$ cat src/hdl/ptpsy_pkg.sv
// What this block does
// [RULE_01] As master, stamp each Sync at send; insert on the fly or send Follow_Up.
// [RULE_02] As slave, stamp each arriving Sync and pair it with master's send time.
// [RULE_03] End-to-end slave sends Delay_Req and keeps its send stamp.
// [RULE_04] End-to-end master stamps each Delay_Req and returns it in Delay_Resp.
// [RULE_05] Peer mode requester sends Pdelay_Req to neighbour and keeps its send stamp.
// [RULE_06] Responder stamps Pdelay_Req, answers with it, stamps answer, one- or two-step.
// [RULE_07] Requester stamps arriving Pdelay_Resp, completing four peer-delay values.
// [RULE_08] Peer delay is measured by every node alike, regardless of Sync or role.
// [RULE_09] End-to-end delay is master span minus slave span, halved.
// [RULE_10] Peer delay is round trip minus responder turnaround, halved.
// [RULE_11] Offset is Sync receive minus Sync send minus delay; phase fixed each Sync.
// [RULE_12] Drift is slave interval minus master interval over master interval.
// [RULE_13] Both one-step and two-step received formats are handled.
// [RULE_14] Announce until a better clock is heard; resume after announce timeout.
// [RULE_15] The announcing node is master and sends periodic Sync.
// [RULE_16] Master role follows clock quality comparison; Announce and Sync are periodic.
// [RULE_17] All stamps are taken at the start-of-frame delimiter strobes.
package ptpsy_pkg;

	// ==========================================
	// Widths
	localparam int TS_W = 64;
	localparam int SEQ_W = 16;
	localparam int QUAL_W = 8;
	localparam int CNT_W = 32;
	localparam int DRIFT_FRAC_W = 31;

	typedef logic signed [TS_W-1:0] ptpsy_ts_t;

	// ==========================================
	// Message type codes as carried in the header
	typedef enum logic [3:0] {
		MSG_SYNC = 4'h0,
		MSG_DELAY_REQ = 4'h1,
		MSG_PDELAY_REQ = 4'h2,
		MSG_PDELAY_RESP = 4'h3,
		MSG_FOLLOW_UP = 4'h8,
		MSG_DELAY_RESP = 4'h9,
		MSG_PDELAY_RESP_FU = 4'hA,
		MSG_ANNOUNCE = 4'hB
	} ptpsy_msg_t;

	// ==========================================
	// States
	typedef enum logic {ROLE_SLAVE, ROLE_MASTER} ptpsy_role_t;
	typedef enum logic [1:0] {TX_IDLE, TX_OFFER, TX_STAMP} ptpsy_txp_t;

	// ==========================================
	// Timing
	localparam longint CLK_PERIOD_NS = 64'h0000_0000_0000_0008;
	localparam longint SYNC_PERIOD_NS = 64'h0000_0000_0773_5940;
	localparam longint ANNOUNCE_PERIOD_NS = 64'h0000_0000_3B9A_CA00;
	localparam longint ANNOUNCE_TIMEOUT_NS = 64'h0000_0000_B2D0_5E00;
	localparam longint PDELAY_PERIOD_NS = 64'h0000_0000_3B9A_CA00;
	localparam int unsigned SYNC_PERIOD_CYC = 32'(SYNC_PERIOD_NS / CLK_PERIOD_NS);
	localparam int unsigned ANNOUNCE_PERIOD_CYC = 32'(ANNOUNCE_PERIOD_NS / CLK_PERIOD_NS);
	localparam int unsigned ANNOUNCE_TIMEOUT_CYC = 32'((ANNOUNCE_TIMEOUT_NS + CLK_PERIOD_NS - 1) / CLK_PERIOD_NS);
	localparam int unsigned PDELAY_PERIOD_CYC = 32'(PDELAY_PERIOD_NS / CLK_PERIOD_NS);

	// ==========================================
	// Reset values
	localparam logic [SEQ_W-1:0] SEQ_RESET = 16'h0000;
	localparam ptpsy_ts_t TS_RESET = 64'h0000_0000_0000_0000;

	// Half of the difference between two spans, shared by both delay mechanisms
	function automatic ptpsy_ts_t ptpsy_half_span(input ptpsy_ts_t a_end, input ptpsy_ts_t a_start,
		input ptpsy_ts_t b_end, input ptpsy_ts_t b_start);
		ptpsy_half_span = ((a_end - a_start) - (b_end - b_start)) >>> 1;
	endfunction

endpackage

$ cat src/hdl/ptpsy_sync_engine.sv
`timescale 1ns/1ps
module ptpsy_sync_engine #(
	parameter int unsigned SYNC_CYC = ptpsy_pkg::SYNC_PERIOD_CYC,
	parameter int unsigned ANNOUNCE_CYC = ptpsy_pkg::ANNOUNCE_PERIOD_CYC,
	parameter int unsigned TIMEOUT_CYC = ptpsy_pkg::ANNOUNCE_TIMEOUT_CYC,
	parameter int unsigned PDELAY_CYC = ptpsy_pkg::PDELAY_PERIOD_CYC
) (
	// Clock and reset
	input wire logic clock,
	input wire logic reset,
	// Local time
	input wire ptpsy_pkg::ptpsy_ts_t local_time,
	// Configuration
	input wire logic cfg_p2p,
	input wire logic cfg_master_capable,
	input wire logic cfg_two_step,
	input wire logic [ptpsy_pkg::QUAL_W-1:0] cfg_quality,
	// Frame reference strobes
	input wire logic rx_sfd,
	input wire logic tx_sfd,
	// Received messages
	input wire logic rx_msg_valid,
	input wire ptpsy_pkg::ptpsy_msg_t rx_msg_type,
	input wire logic [ptpsy_pkg::SEQ_W-1:0] rx_msg_seq,
	input wire ptpsy_pkg::ptpsy_ts_t rx_msg_ts,
	input wire ptpsy_pkg::ptpsy_ts_t rx_msg_ts2,
	input wire logic rx_msg_two_step,
	input wire logic [ptpsy_pkg::QUAL_W-1:0] rx_msg_quality,
	// Transmit requests
	output logic tx_msg_valid,
	input wire logic tx_msg_ready,
	output ptpsy_pkg::ptpsy_msg_t tx_msg_type,
	output logic [ptpsy_pkg::SEQ_W-1:0] tx_msg_seq,
	output ptpsy_pkg::ptpsy_ts_t tx_msg_ts,
	output logic tx_msg_two_step,
	output ptpsy_pkg::ptpsy_ts_t tx_onfly_ts,
	output logic tx_onfly_valid,
	// Results
	output logic is_master,
	output ptpsy_pkg::ptpsy_ts_t path_delay,
	output logic delay_valid,
	output ptpsy_pkg::ptpsy_ts_t phase_offset,
	output logic phase_adj,
	output logic signed [31:0] drift,
	output logic freq_adj
);
	import ptpsy_pkg::*;

	// ==========================================
	// State
	typedef struct packed {
		ptpsy_role_t role;
		logic [CNT_W-1:0] ann_cnt;
		logic [CNT_W-1:0] sync_cnt;
		logic [CNT_W-1:0] tout_cnt;
		logic [CNT_W-1:0] req_cnt;
		logic pend_sync;
		logic pend_ann;
		logic pend_fu;
		logic pend_dresp;
		logic pend_dreq;
		logic pend_preq;
		logic pend_presp;
		logic pend_pfu;
		ptpsy_txp_t txp;
		ptpsy_msg_t tx_type;
		logic [SEQ_W-1:0] tx_seq;
		ptpsy_ts_t tx_ts;
		logic tx_two;
		ptpsy_ts_t onfly_ts;
		logic onfly_valid;
		ptpsy_ts_t rx_stamp;
		logic [SEQ_W-1:0] sync_seq;
		logic [SEQ_W-1:0] req_seq;
		logic [SEQ_W-1:0] resp_seq;
		ptpsy_ts_t resp_ts;
		ptpsy_ts_t fu_ts;
		ptpsy_ts_t sync_tx_time;
		ptpsy_ts_t sync_rx_time;
		ptpsy_ts_t prev_sync_tx_time;
		ptpsy_ts_t prev_sync_rx_time;
		logic have_prev;
		logic wait_fu;
		logic wait_pfu;
		ptpsy_ts_t delay_req_tx_time;
		ptpsy_ts_t delay_req_rx_time;
		ptpsy_ts_t pdelay_resp_tx_time;
		ptpsy_ts_t pdelay_resp_rx_time;
		ptpsy_ts_t delay;
		logic delay_ok;
		ptpsy_ts_t offset;
		logic phase_adj;
		logic signed [31:0] drift;
		logic freq_adj;
		logic div_busy;
		logic [5:0] div_cnt;
		logic [32:0] div_rem;
		logic [31:0] div_den;
		logic [31:0] div_q;
		logic div_neg;
	} ptpsy_state_t;

	ptpsy_state_t s;
	ptpsy_state_t n;

	always_comb begin
		logic sync_pair;
		logic e2e_done;
		logic p2p_done;
		logic signed [32:0] span_diff;
		logic [32:0] span_mag;
		logic [32:0] rem2;
		sync_pair = 1'b0;
		e2e_done = 1'b0;
		p2p_done = 1'b0;
		span_diff = '0;
		span_mag = '0;
		rem2 = '0;
		n = s;
		n.phase_adj = 1'b0;
		n.freq_adj = 1'b0;
		n.onfly_valid = 1'b0;

		// ==========================================
		// Reference stamps at the delimiter
		if (rx_sfd) begin
			n.rx_stamp = local_time; // [RULE_17]
		end

		// ==========================================
		// Transmit: selection clears pending flags before events set them, so a set wins
		case (s.txp)
			TX_IDLE: begin
				n.txp = TX_OFFER;
				n.tx_two = 1'b0;
				n.tx_ts = TS_RESET;
				if (s.pend_fu) begin
					n.pend_fu = 1'b0;
					n.tx_type = MSG_FOLLOW_UP;
					n.tx_seq = s.sync_seq;
					n.tx_ts = s.fu_ts; // [RULE_01]
				end else if (s.pend_pfu) begin
					n.pend_pfu = 1'b0;
					n.tx_type = MSG_PDELAY_RESP_FU;
					n.tx_seq = s.resp_seq;
					n.tx_ts = s.fu_ts; // [RULE_06]
				end else if (s.pend_dresp) begin
					n.pend_dresp = 1'b0;
					n.tx_type = MSG_DELAY_RESP;
					n.tx_seq = s.resp_seq;
					n.tx_ts = s.resp_ts; // [RULE_04]
				end else if (s.pend_presp) begin
					n.pend_presp = 1'b0;
					n.tx_type = MSG_PDELAY_RESP;
					n.tx_seq = s.resp_seq;
					n.tx_ts = s.resp_ts; // [RULE_06]
					n.tx_two = cfg_two_step;
				end else if (s.pend_sync) begin
					n.pend_sync = 1'b0;
					n.tx_type = MSG_SYNC;
					n.sync_seq = s.sync_seq + 16'h0001;
					n.tx_seq = s.sync_seq + 16'h0001;
					n.tx_two = cfg_two_step;
				end else if (s.pend_ann) begin
					n.pend_ann = 1'b0;
					n.tx_type = MSG_ANNOUNCE;
					n.tx_seq = s.sync_seq;
				end else if (s.pend_dreq || s.pend_preq) begin
					n.tx_type = s.pend_dreq ? MSG_DELAY_REQ : MSG_PDELAY_REQ;
					n.pend_dreq = 1'b0;
					n.pend_preq = 1'b0;
					n.req_seq = s.req_seq + 16'h0001;
					n.tx_seq = s.req_seq + 16'h0001;
				end else begin
					n.txp = TX_IDLE;
				end
			end
			TX_OFFER: begin
				if (tx_msg_ready) begin
					n.txp = TX_STAMP;
				end
			end
			TX_STAMP: begin
				if (tx_sfd) begin
					n.txp = TX_IDLE;
					n.onfly_ts = local_time; // [RULE_17]
					n.onfly_valid = 1'b1;
					case (s.tx_type)
						MSG_SYNC: begin
							n.fu_ts = local_time; // [RULE_01]
							n.pend_fu = s.tx_two;
						end
						MSG_DELAY_REQ, MSG_PDELAY_REQ: begin
							n.delay_req_tx_time = local_time; // [RULE_03] [RULE_05]
						end
						MSG_PDELAY_RESP: begin
							n.fu_ts = local_time; // [RULE_06]
							n.pend_pfu = s.tx_two;
						end
						default: begin
						end
					endcase
				end
			end
			default: begin
				n.txp = TX_IDLE;
			end
		endcase

		// ==========================================
		// Periodic duties and role
		if (s.role == ROLE_MASTER) begin
			n.tout_cnt = '0;
			n.ann_cnt = s.ann_cnt + 32'h0000_0001;
			n.sync_cnt = s.sync_cnt + 32'h0000_0001;
			if (s.ann_cnt >= 32'(ANNOUNCE_CYC - 1)) begin
				n.ann_cnt = '0;
				n.pend_ann = 1'b1; // [RULE_14] [RULE_16]
			end
			if (s.sync_cnt >= 32'(SYNC_CYC - 1)) begin
				n.sync_cnt = '0;
				n.pend_sync = 1'b1; // [RULE_15] [RULE_16]
			end
			if (!cfg_master_capable) begin
				n.role = ROLE_SLAVE;
			end
		end else begin
			n.ann_cnt = '0;
			n.sync_cnt = '0;
			n.tout_cnt = s.tout_cnt + 32'h0000_0001;
			if (s.tout_cnt >= 32'(TIMEOUT_CYC - 1) && cfg_master_capable) begin
				n.role = ROLE_MASTER; // [RULE_14]
				n.pend_ann = 1'b1;
			end
		end
		// Peer delay runs in every role, untouched by Sync
		n.req_cnt = '0;
		if (cfg_p2p) begin
			n.req_cnt = s.req_cnt + 32'h0000_0001;
			if (s.req_cnt >= 32'(PDELAY_CYC - 1)) begin
				n.req_cnt = '0;
				n.pend_preq = 1'b1; // [RULE_05] [RULE_08]
			end
		end

		// ==========================================
		// Received messages; stamp comes from the preceding delimiter strobe
		if (rx_msg_valid) begin
			case (rx_msg_type)
				MSG_ANNOUNCE: begin
					if (rx_msg_quality < cfg_quality) begin
						n.role = ROLE_SLAVE; // [RULE_14] [RULE_16]
						n.tout_cnt = '0;
						n.pend_ann = 1'b0;
						n.pend_sync = 1'b0;
						// A Sync or Announce picked in this same cycle must not go out
						if (s.txp == TX_IDLE && (n.tx_type == MSG_SYNC || n.tx_type == MSG_ANNOUNCE)) begin
							n.txp = TX_IDLE; // [RULE_15]
						end
					end
				end
				MSG_SYNC: begin
					if (s.role == ROLE_SLAVE) begin
						n.sync_rx_time = s.rx_stamp; // [RULE_02]
						n.sync_seq = rx_msg_seq;
						n.wait_fu = rx_msg_two_step; // [RULE_13]
						if (!rx_msg_two_step) begin
							n.sync_tx_time = rx_msg_ts;
							sync_pair = 1'b1;
						end
					end
				end
				MSG_FOLLOW_UP: begin
					if (s.role == ROLE_SLAVE && s.wait_fu && rx_msg_seq == s.sync_seq) begin
						n.sync_tx_time = rx_msg_ts; // [RULE_02] [RULE_13]
						n.wait_fu = 1'b0;
						sync_pair = 1'b1;
					end
				end
				MSG_DELAY_REQ: begin
					if (s.role == ROLE_MASTER && !cfg_p2p) begin
						n.resp_ts = s.rx_stamp; // [RULE_04]
						n.resp_seq = rx_msg_seq;
						n.pend_dresp = 1'b1;
					end
				end
				MSG_DELAY_RESP: begin
					if (s.role == ROLE_SLAVE && !cfg_p2p && rx_msg_seq == s.req_seq) begin
						n.delay_req_rx_time = rx_msg_ts;
						e2e_done = 1'b1;
					end
				end
				MSG_PDELAY_REQ: begin
					if (cfg_p2p) begin
						n.resp_ts = s.rx_stamp; // [RULE_06]
						n.resp_seq = rx_msg_seq;
						n.pend_presp = 1'b1;
					end
				end
				MSG_PDELAY_RESP: begin
					if (cfg_p2p && rx_msg_seq == s.req_seq) begin
						n.pdelay_resp_rx_time = s.rx_stamp; // [RULE_07]
						n.delay_req_rx_time = rx_msg_ts;
						n.wait_pfu = rx_msg_two_step; // [RULE_13]
						n.pdelay_resp_tx_time = rx_msg_ts2;
						p2p_done = !rx_msg_two_step;
					end
				end
				MSG_PDELAY_RESP_FU: begin
					if (cfg_p2p && s.wait_pfu && rx_msg_seq == s.req_seq) begin
						n.pdelay_resp_tx_time = rx_msg_ts; // [RULE_13]
						n.wait_pfu = 1'b0;
						p2p_done = 1'b1;
					end
				end
				default: begin
				end
			endcase
		end

		// ==========================================
		// Delay
		if (e2e_done) begin
			n.delay = ptpsy_half_span(n.delay_req_rx_time, n.sync_tx_time,
				n.delay_req_tx_time, n.sync_rx_time); // [RULE_09]
			n.delay_ok = 1'b1;
		end
		if (p2p_done) begin
			n.delay = ptpsy_half_span(n.pdelay_resp_rx_time, n.delay_req_tx_time,
				n.pdelay_resp_tx_time, n.delay_req_rx_time); // [RULE_10] [RULE_08]
			n.delay_ok = 1'b1;
		end

		// ==========================================
		// Offset on every completed Sync pair; drift once a previous pair exists and the divider is idle
		if (sync_pair) begin
			n.offset = (n.sync_rx_time - n.sync_tx_time) - s.delay; // [RULE_11]
			n.phase_adj = 1'b1;
			n.pend_dreq = !cfg_p2p; // [RULE_03]
			if (s.have_prev && !s.div_busy) begin
				span_diff = 33'(signed'(32'(n.sync_rx_time - s.prev_sync_rx_time)))
					- 33'(signed'(32'(n.sync_tx_time - s.prev_sync_tx_time))); // [RULE_12]
				n.div_neg = span_diff[32];
				span_mag = span_diff[32] ? 33'(-span_diff) : 33'(span_diff);
				n.div_den = 32'(n.sync_tx_time - s.prev_sync_tx_time);
				if (n.div_den == 32'h0000_0000 || span_mag >= {1'b0, n.div_den}) begin
					// Out of range: saturate rather than divide
					n.drift = span_diff[32] ? 32'sh8000_0001 : 32'sh7FFF_FFFF;
					n.freq_adj = 1'b1;
				end else begin
					n.div_rem = span_mag;
					n.div_q = '0;
					n.div_cnt = '0;
					n.div_busy = 1'b1;
				end
			end
			n.have_prev = 1'b1;
			n.prev_sync_tx_time = n.sync_tx_time;
			n.prev_sync_rx_time = n.sync_rx_time;
		end

		// One quotient bit per cycle; cheaper than a wide combinational divide
		if (s.div_busy) begin
			rem2 = {s.div_rem[31:0], 1'b0};
			if (rem2 >= {1'b0, s.div_den}) begin
				n.div_rem = rem2 - {1'b0, s.div_den};
				n.div_q = {s.div_q[30:0], 1'b1};
			end else begin
				n.div_rem = rem2;
				n.div_q = {s.div_q[30:0], 1'b0};
			end
			n.div_cnt = s.div_cnt + 6'h01;
			if (s.div_cnt == 6'(DRIFT_FRAC_W - 1)) begin
				n.div_busy = 1'b0;
				n.drift = s.div_neg ? -signed'(n.div_q) : signed'(n.div_q); // [RULE_12]
				n.freq_adj = 1'b1;
			end
		end
	end

	always_ff @(posedge clock) begin
		if (reset) begin
			s <= '0;
		end else begin
			s <= n;
		end
	end

	// ==========================================
	// Outputs
	assign tx_msg_valid = (s.txp == TX_OFFER);
	assign tx_msg_type = s.tx_type;
	assign tx_msg_seq = s.tx_seq;
	assign tx_msg_ts = s.tx_ts;
	assign tx_msg_two_step = s.tx_two;
	assign tx_onfly_ts = s.onfly_ts;
	assign tx_onfly_valid = s.onfly_valid;
	assign is_master = (s.role == ROLE_MASTER);
	assign path_delay = s.delay;
	assign delay_valid = s.delay_ok;
	assign phase_offset = s.offset;
	assign phase_adj = s.phase_adj;
	assign drift = s.drift;
	assign freq_adj = s.freq_adj;

endmodule

$ cat config.mk
export PLATFORM = sky130hd
export DESIGN_NAME = ptpsy_sync_engine
export DESIGN_NICKNAME = d
export VERILOG_FILES = /design/src/hdl/ptpsy_pkg.sv /design/src/hdl/ptpsy_sync_engine.sv
export SDC_FILE = /design/constraint.sdc
export NUM_CORES = 2
export LEC_CHECK = 0
export BUFFER_PORTS_ARGS = -buffer_cell sky130_fd_sc_hd__clkbuf_2
export CORE_AREA = 2 2 388 313
export DETAILED_ROUTE_END_ITERATION = 10
export DIE_AREA = 0 0 390 315
export PLACE_DENSITY_LB_ADDON = 0.15
export SYNTH_ARGS = -nofsm -noshare
export SYNTH_HDL_FRONTEND = slang
export SYNTH_SLANG_ARGS = --single-unit
$ cat constraint.sdc
create_clock -name clock -period 34.3 [get_ports clock]
set_clock_uncertainty 0.2 [all_clocks]
set_input_delay 6.86 -clock clock [delete_from_list [all_inputs] [get_ports clock]]
set_output_delay 6.86 -clock clock [all_outputs]
set_load 0.01 [all_outputs]
==> impl_metrics.py <==
metrics = {
    "placed_design": {
        "place_area_um2": 78400,
        "port_buffers": 552,
        "place.gp.congestion": 0.9992,
        "dp.cells": 10720,
        "dp_hpwl_um": 189100,
    },
    "grt": {
        "overflow": 0,
        "grt_pass1_vias": 63680,
        "grt.total_usage_pct": 39.49,
        "grt_pass1_wl_um": 377200,
        "antenna_found_initial": 16,
        "grt_max_degree": 107,
    },
    "power": {
        "powerDensity_nw_per_um2": 51.22,
        "p_leak_uw": 0.03772,
        "clkPwrFrac_pct": 34.9,
        "p_comb_share_pct": 30.2,
        "p_switching_uw": 1462,
        "pwr-share-seq_pct": 34.9,
        "netSwitchingFraction_pct": 34.46,
        "irDropWorstVdd_mv": 0.06357,
        "p_int_uw": 2780,
    },
    "floorplan": {
        "die_area_um2": 122900,
        "pin_count": 553,
        "die-height_um": 315,
        "dieWidth_um": 390,
        "rows": 114,
        "coreArea_um2": 119500,
        "start_util_pct": 64.33,
    },
    "setup_path": {
        "path_class": "input pin to flop",
        "critical-path-top-delay-family": "simple AND/OR/NAND/NOR gates",
        "critPathBufInv": 4,
        "max_stage_delay_ns": 0.70,
        "rr_startpoint": "s[951]$_SDFF_PP0_",
        "crit_path_max_fanout": 58,
        "cp-end-kind": "flop",
        "reg2reg_depth": 41,
        "r2r_end": "s[88]$_SDFFE_PP0P_",
        "start_kind": "input pin",
        "arrival_ns": 19.91,
        "cp_slowest_cell": "a211oi_1",
        "crit_path_frequent_cell": "nand2_1",
        "rrSetupSlack_ns": 20.58,
        "cp.required_ns": 34.74,
    },
    "logic_synthesis": {
        "ys_types": 93,
        "yosys_warnings": 0,
        "async_flop_share_pct": 0,
        "synthFlopType": "dfxtp_1",
        "synth_area_per_cell_um2": 8.300,
        "synth_edf_count": 0,
        "synth-seq-cells": 1245,
        "syn_inst": 9265,
        "yosysSeqAreaShare_pct": 32.41,
        "netlist_area_um2": 76890,
    },
    "cts": {
        "clock_path_buffers": 3,
        "htree_levels": 3,
        "clkSlewWorstSetupHoldPaths_ns": 0.07,
        "clock_latency_ns": 0.78,
        "cts_made_buffers": 120,
        "cts_resized": 0,
        "cts_tree": "done",
        "cts_sinks": 1245,
        "post_cts_buffers": 0,
        "ctsHoldBuffers": 0,
        "root_buffer": "clkbuf_16",
    },
    "timing": {
        "drv_slew": 0,
        "setup_viol": 0,
        "hold_viol": 0,
        "rsz0062_at_grt": "no",
        "period_share_pct": 56.76,
        "clock.fmax_mhz": 51.37,
        "period_needed_ns": 19.47,
        "worstMarginPinSlew_ns": 1.239,
        "slew_headroom_pct": 16.27,
        "finalSetupTns_ns": 0,
    },
    "layout": {
        "drive_above_1_share_pct": 10.50,
        "syn2layout_area_growth_pct": 7.695,
        "nets": 10190,
        "finalNonFillerCells": 10950,
        "fillers": 9642,
        "stdcell_area_um2": 82810,
    },
    "hold_path": {
        "holdPathStages": 1,
        "min_path_type": "flop to flop",
        "holdCritStartpoint": "s[1247]$_SDFF_PP0_",
        "hold_end": "s[1247]$_SDFF_PP0_",
    },
    "job": {
        "drv_cap": 0,
    },
    "detailed_routing": {
        "wirelength_um": 250600,
        "drc": 0,
        "drtIter0Drc": 7061,
        "vias": 67720,
        "via_per_inst": 6.183,
        "first_pass_iters": 6,
        "avgRoutedWirePerCell_um": 22.88,
        "antenna_left": 0,
    },
    "status": {
        "status": "finished clean",
    },
}
-- cell usage in the layout, fill, tap and decap left out, types with 78 or more instances in the layout --
master     count
dfxtp_1     1245
nand2_1     1178
nor2_1       878
a21oi_1      729
inv_1        713
clkbuf_2     550
ha_1         361
fa_1         319
o21ai_0      312
xnor2_1      280
mux2i_1      275
xor2_1       223
a21o_1       205
and2_1       157
nand3_1      153
a211oi_1     148
nor3_1       137
clkbuf_16    120
a221oi_1      96
nand4_1       78
-- state kept, by name, indices dropped and copies added (netlist names) --
name / count
s: 932
phase_offset: 64
tx_msg_ts: 64
tx_onfly_ts: 64
path_delay: 63
drift: 32
tx_msg_seq: 16
tx_msg_type: 4
delay_valid: 1
freq_adj: 1
is_master: 1
phase_adj: 1
tx_msg_two_step: 1
tx_onfly_valid: 1
-- worst max-delay path by stage --
stage / end / from / cells after the start / slack (ns)
after CTS: s[88]$_SDFFE_PP0P_ / rx_msg_seq[8] / 42 / 15.09
after detailed placement: s[71]$_SDFFE_PP0P_ / rx_msg_seq[8] / 42 / 14.32
after global routing: s[93]$_SDFFE_PP0P_ / rx_msg_seq[8] / 44 / 14.13
after global placement: s[92]$_SDFFE_PP0P_ / rx_msg_seq[8] / 42 / 14.59
after floorplan: s[30]$_SDFFE_PP0P_ / rx_msg_type[1] / 50 / 17.04
final: s[88]$_SDFFE_PP0P_ / rx_msg_seq[8] / 42 / 14.83
-- worst register-to-register path: cells and delay by family, from the launching register on --
family | cells | cell delay, ns
compound gates | 10 | 4.10
buf+inv | 3 | 0.83
flops | 1 | 0.55
fa+ha+maj | 3 | 1.03
simple gates | 21 | 5.99
xor+xnor | 4 | 0.92
-- Yosys cell counts, drive strengths merged (65+ instances only) --
library cell | n | area share (%)
xor2 | 223 | 2.5
a221oi | 96 | 1.1
buf | 356 | 3.3
clkbuf | 404 | 2.0
mux2 | 65 | 0.95
nand2b | 69 | 0.56
nor2 | 882 | 4.3
a21oi | 731 | 4.8
nand3 | 155 | 1.0
dfxtp | 1245 | 32
fa | 319 | 8.3
a21o | 205 | 2.0
o21ai | 320 | 2.1
nand4 | 78 | 0.63
o21a | 68 | 0.66
a211oi | 148 | 1.4
and2 | 161 | 1.3
nand2 | 1184 | 5.8
ha | 361 | 5.9
mux2i | 275 | 3.6
xnor2 | 280 | 3.2
and3 | 71 | 0.58
nor3 | 137 | 0.89
nor2b | 68 | 0.55
inv | 716 | 3.5
a22oi | 66 | 0.64
-- metal layers --
| layer | global-route usage [%] | routed length (µm) | vias to the layer above |
|---|---|---|---|
| met1 | 55.34 | 105900 | 32630 |
| met4 | 15.86 | 10580 | 4 |
| met3 | 8.127 | 25560 | 544 |
| li1 | - | - | 31190 |
| met5 | 0 | 18 | - |
| met2 | 59.64 | 108600 | 3356 |
-- cell type report --
class | instances | area (µm²) | area share (%)
repair buffers | 629 | 3366 | 4.064
flip-flops and latches | 1245 | 24920 | 30.10
inverters | 717 | 2694 | 3.253
clock inverters | 70 | 997.2 | 1.204
diodes | 12 | 30.03 | 0.03626
multi-input cells | 6560 | 45460 | 54.90
well taps | 1566 | 1959 | 2.366
clock buffers | 154 | 3381 | 4.082
-- power groups by stage --
stage / registers [µW] / logic (µW) / clock network [µW]
final: 1480 / 1280 / 1480
after floorplan: 1500 / 857 / 0
after global placement: 1510 / 1220 / 0
after CTS: 1480 / 1240 / 1490
after global routing: 1480 / 1380 / 1550
after detailed placement: 1510 / 1230 / 0
-- cell families after synthesis --
family                   count (synthesis)  share of synthesized area (%)
AO/OA/AOI/OAI                         2047                          17.16
XOR/XNOR                               503                          5.729
flip-flops                            1245                          32.41
buffers and inverters                 1477                          8.775
multiplexers                           340                          4.532
adder cells (fa/ha/maj)                680                          14.18
AND/OR/NAND/NOR                       2972                          17.21
other                                    1                       0.004877
-- per-stage QoR --
step | worst slack (ns) | utilization, % | hold slack, ns | power (µW)
6_report | 14.83 | 69.28 | 0.2467 | 4242
5_1_grt | 14.13 | 69.28 | 0.2614 | 4401
4_1_cts | 15.09 | 69.26 | 0.2489 | 4206
3_5_place_dp | 14.32 | 65.59 | 0.2376 | 2742
3_3_place_gp | 14.59 | 65.59 | 0.2278 | 2732
2_1_floorplan | 17.04 | - | 0.2176 | 2361
(Power assumes the default switching activity.)
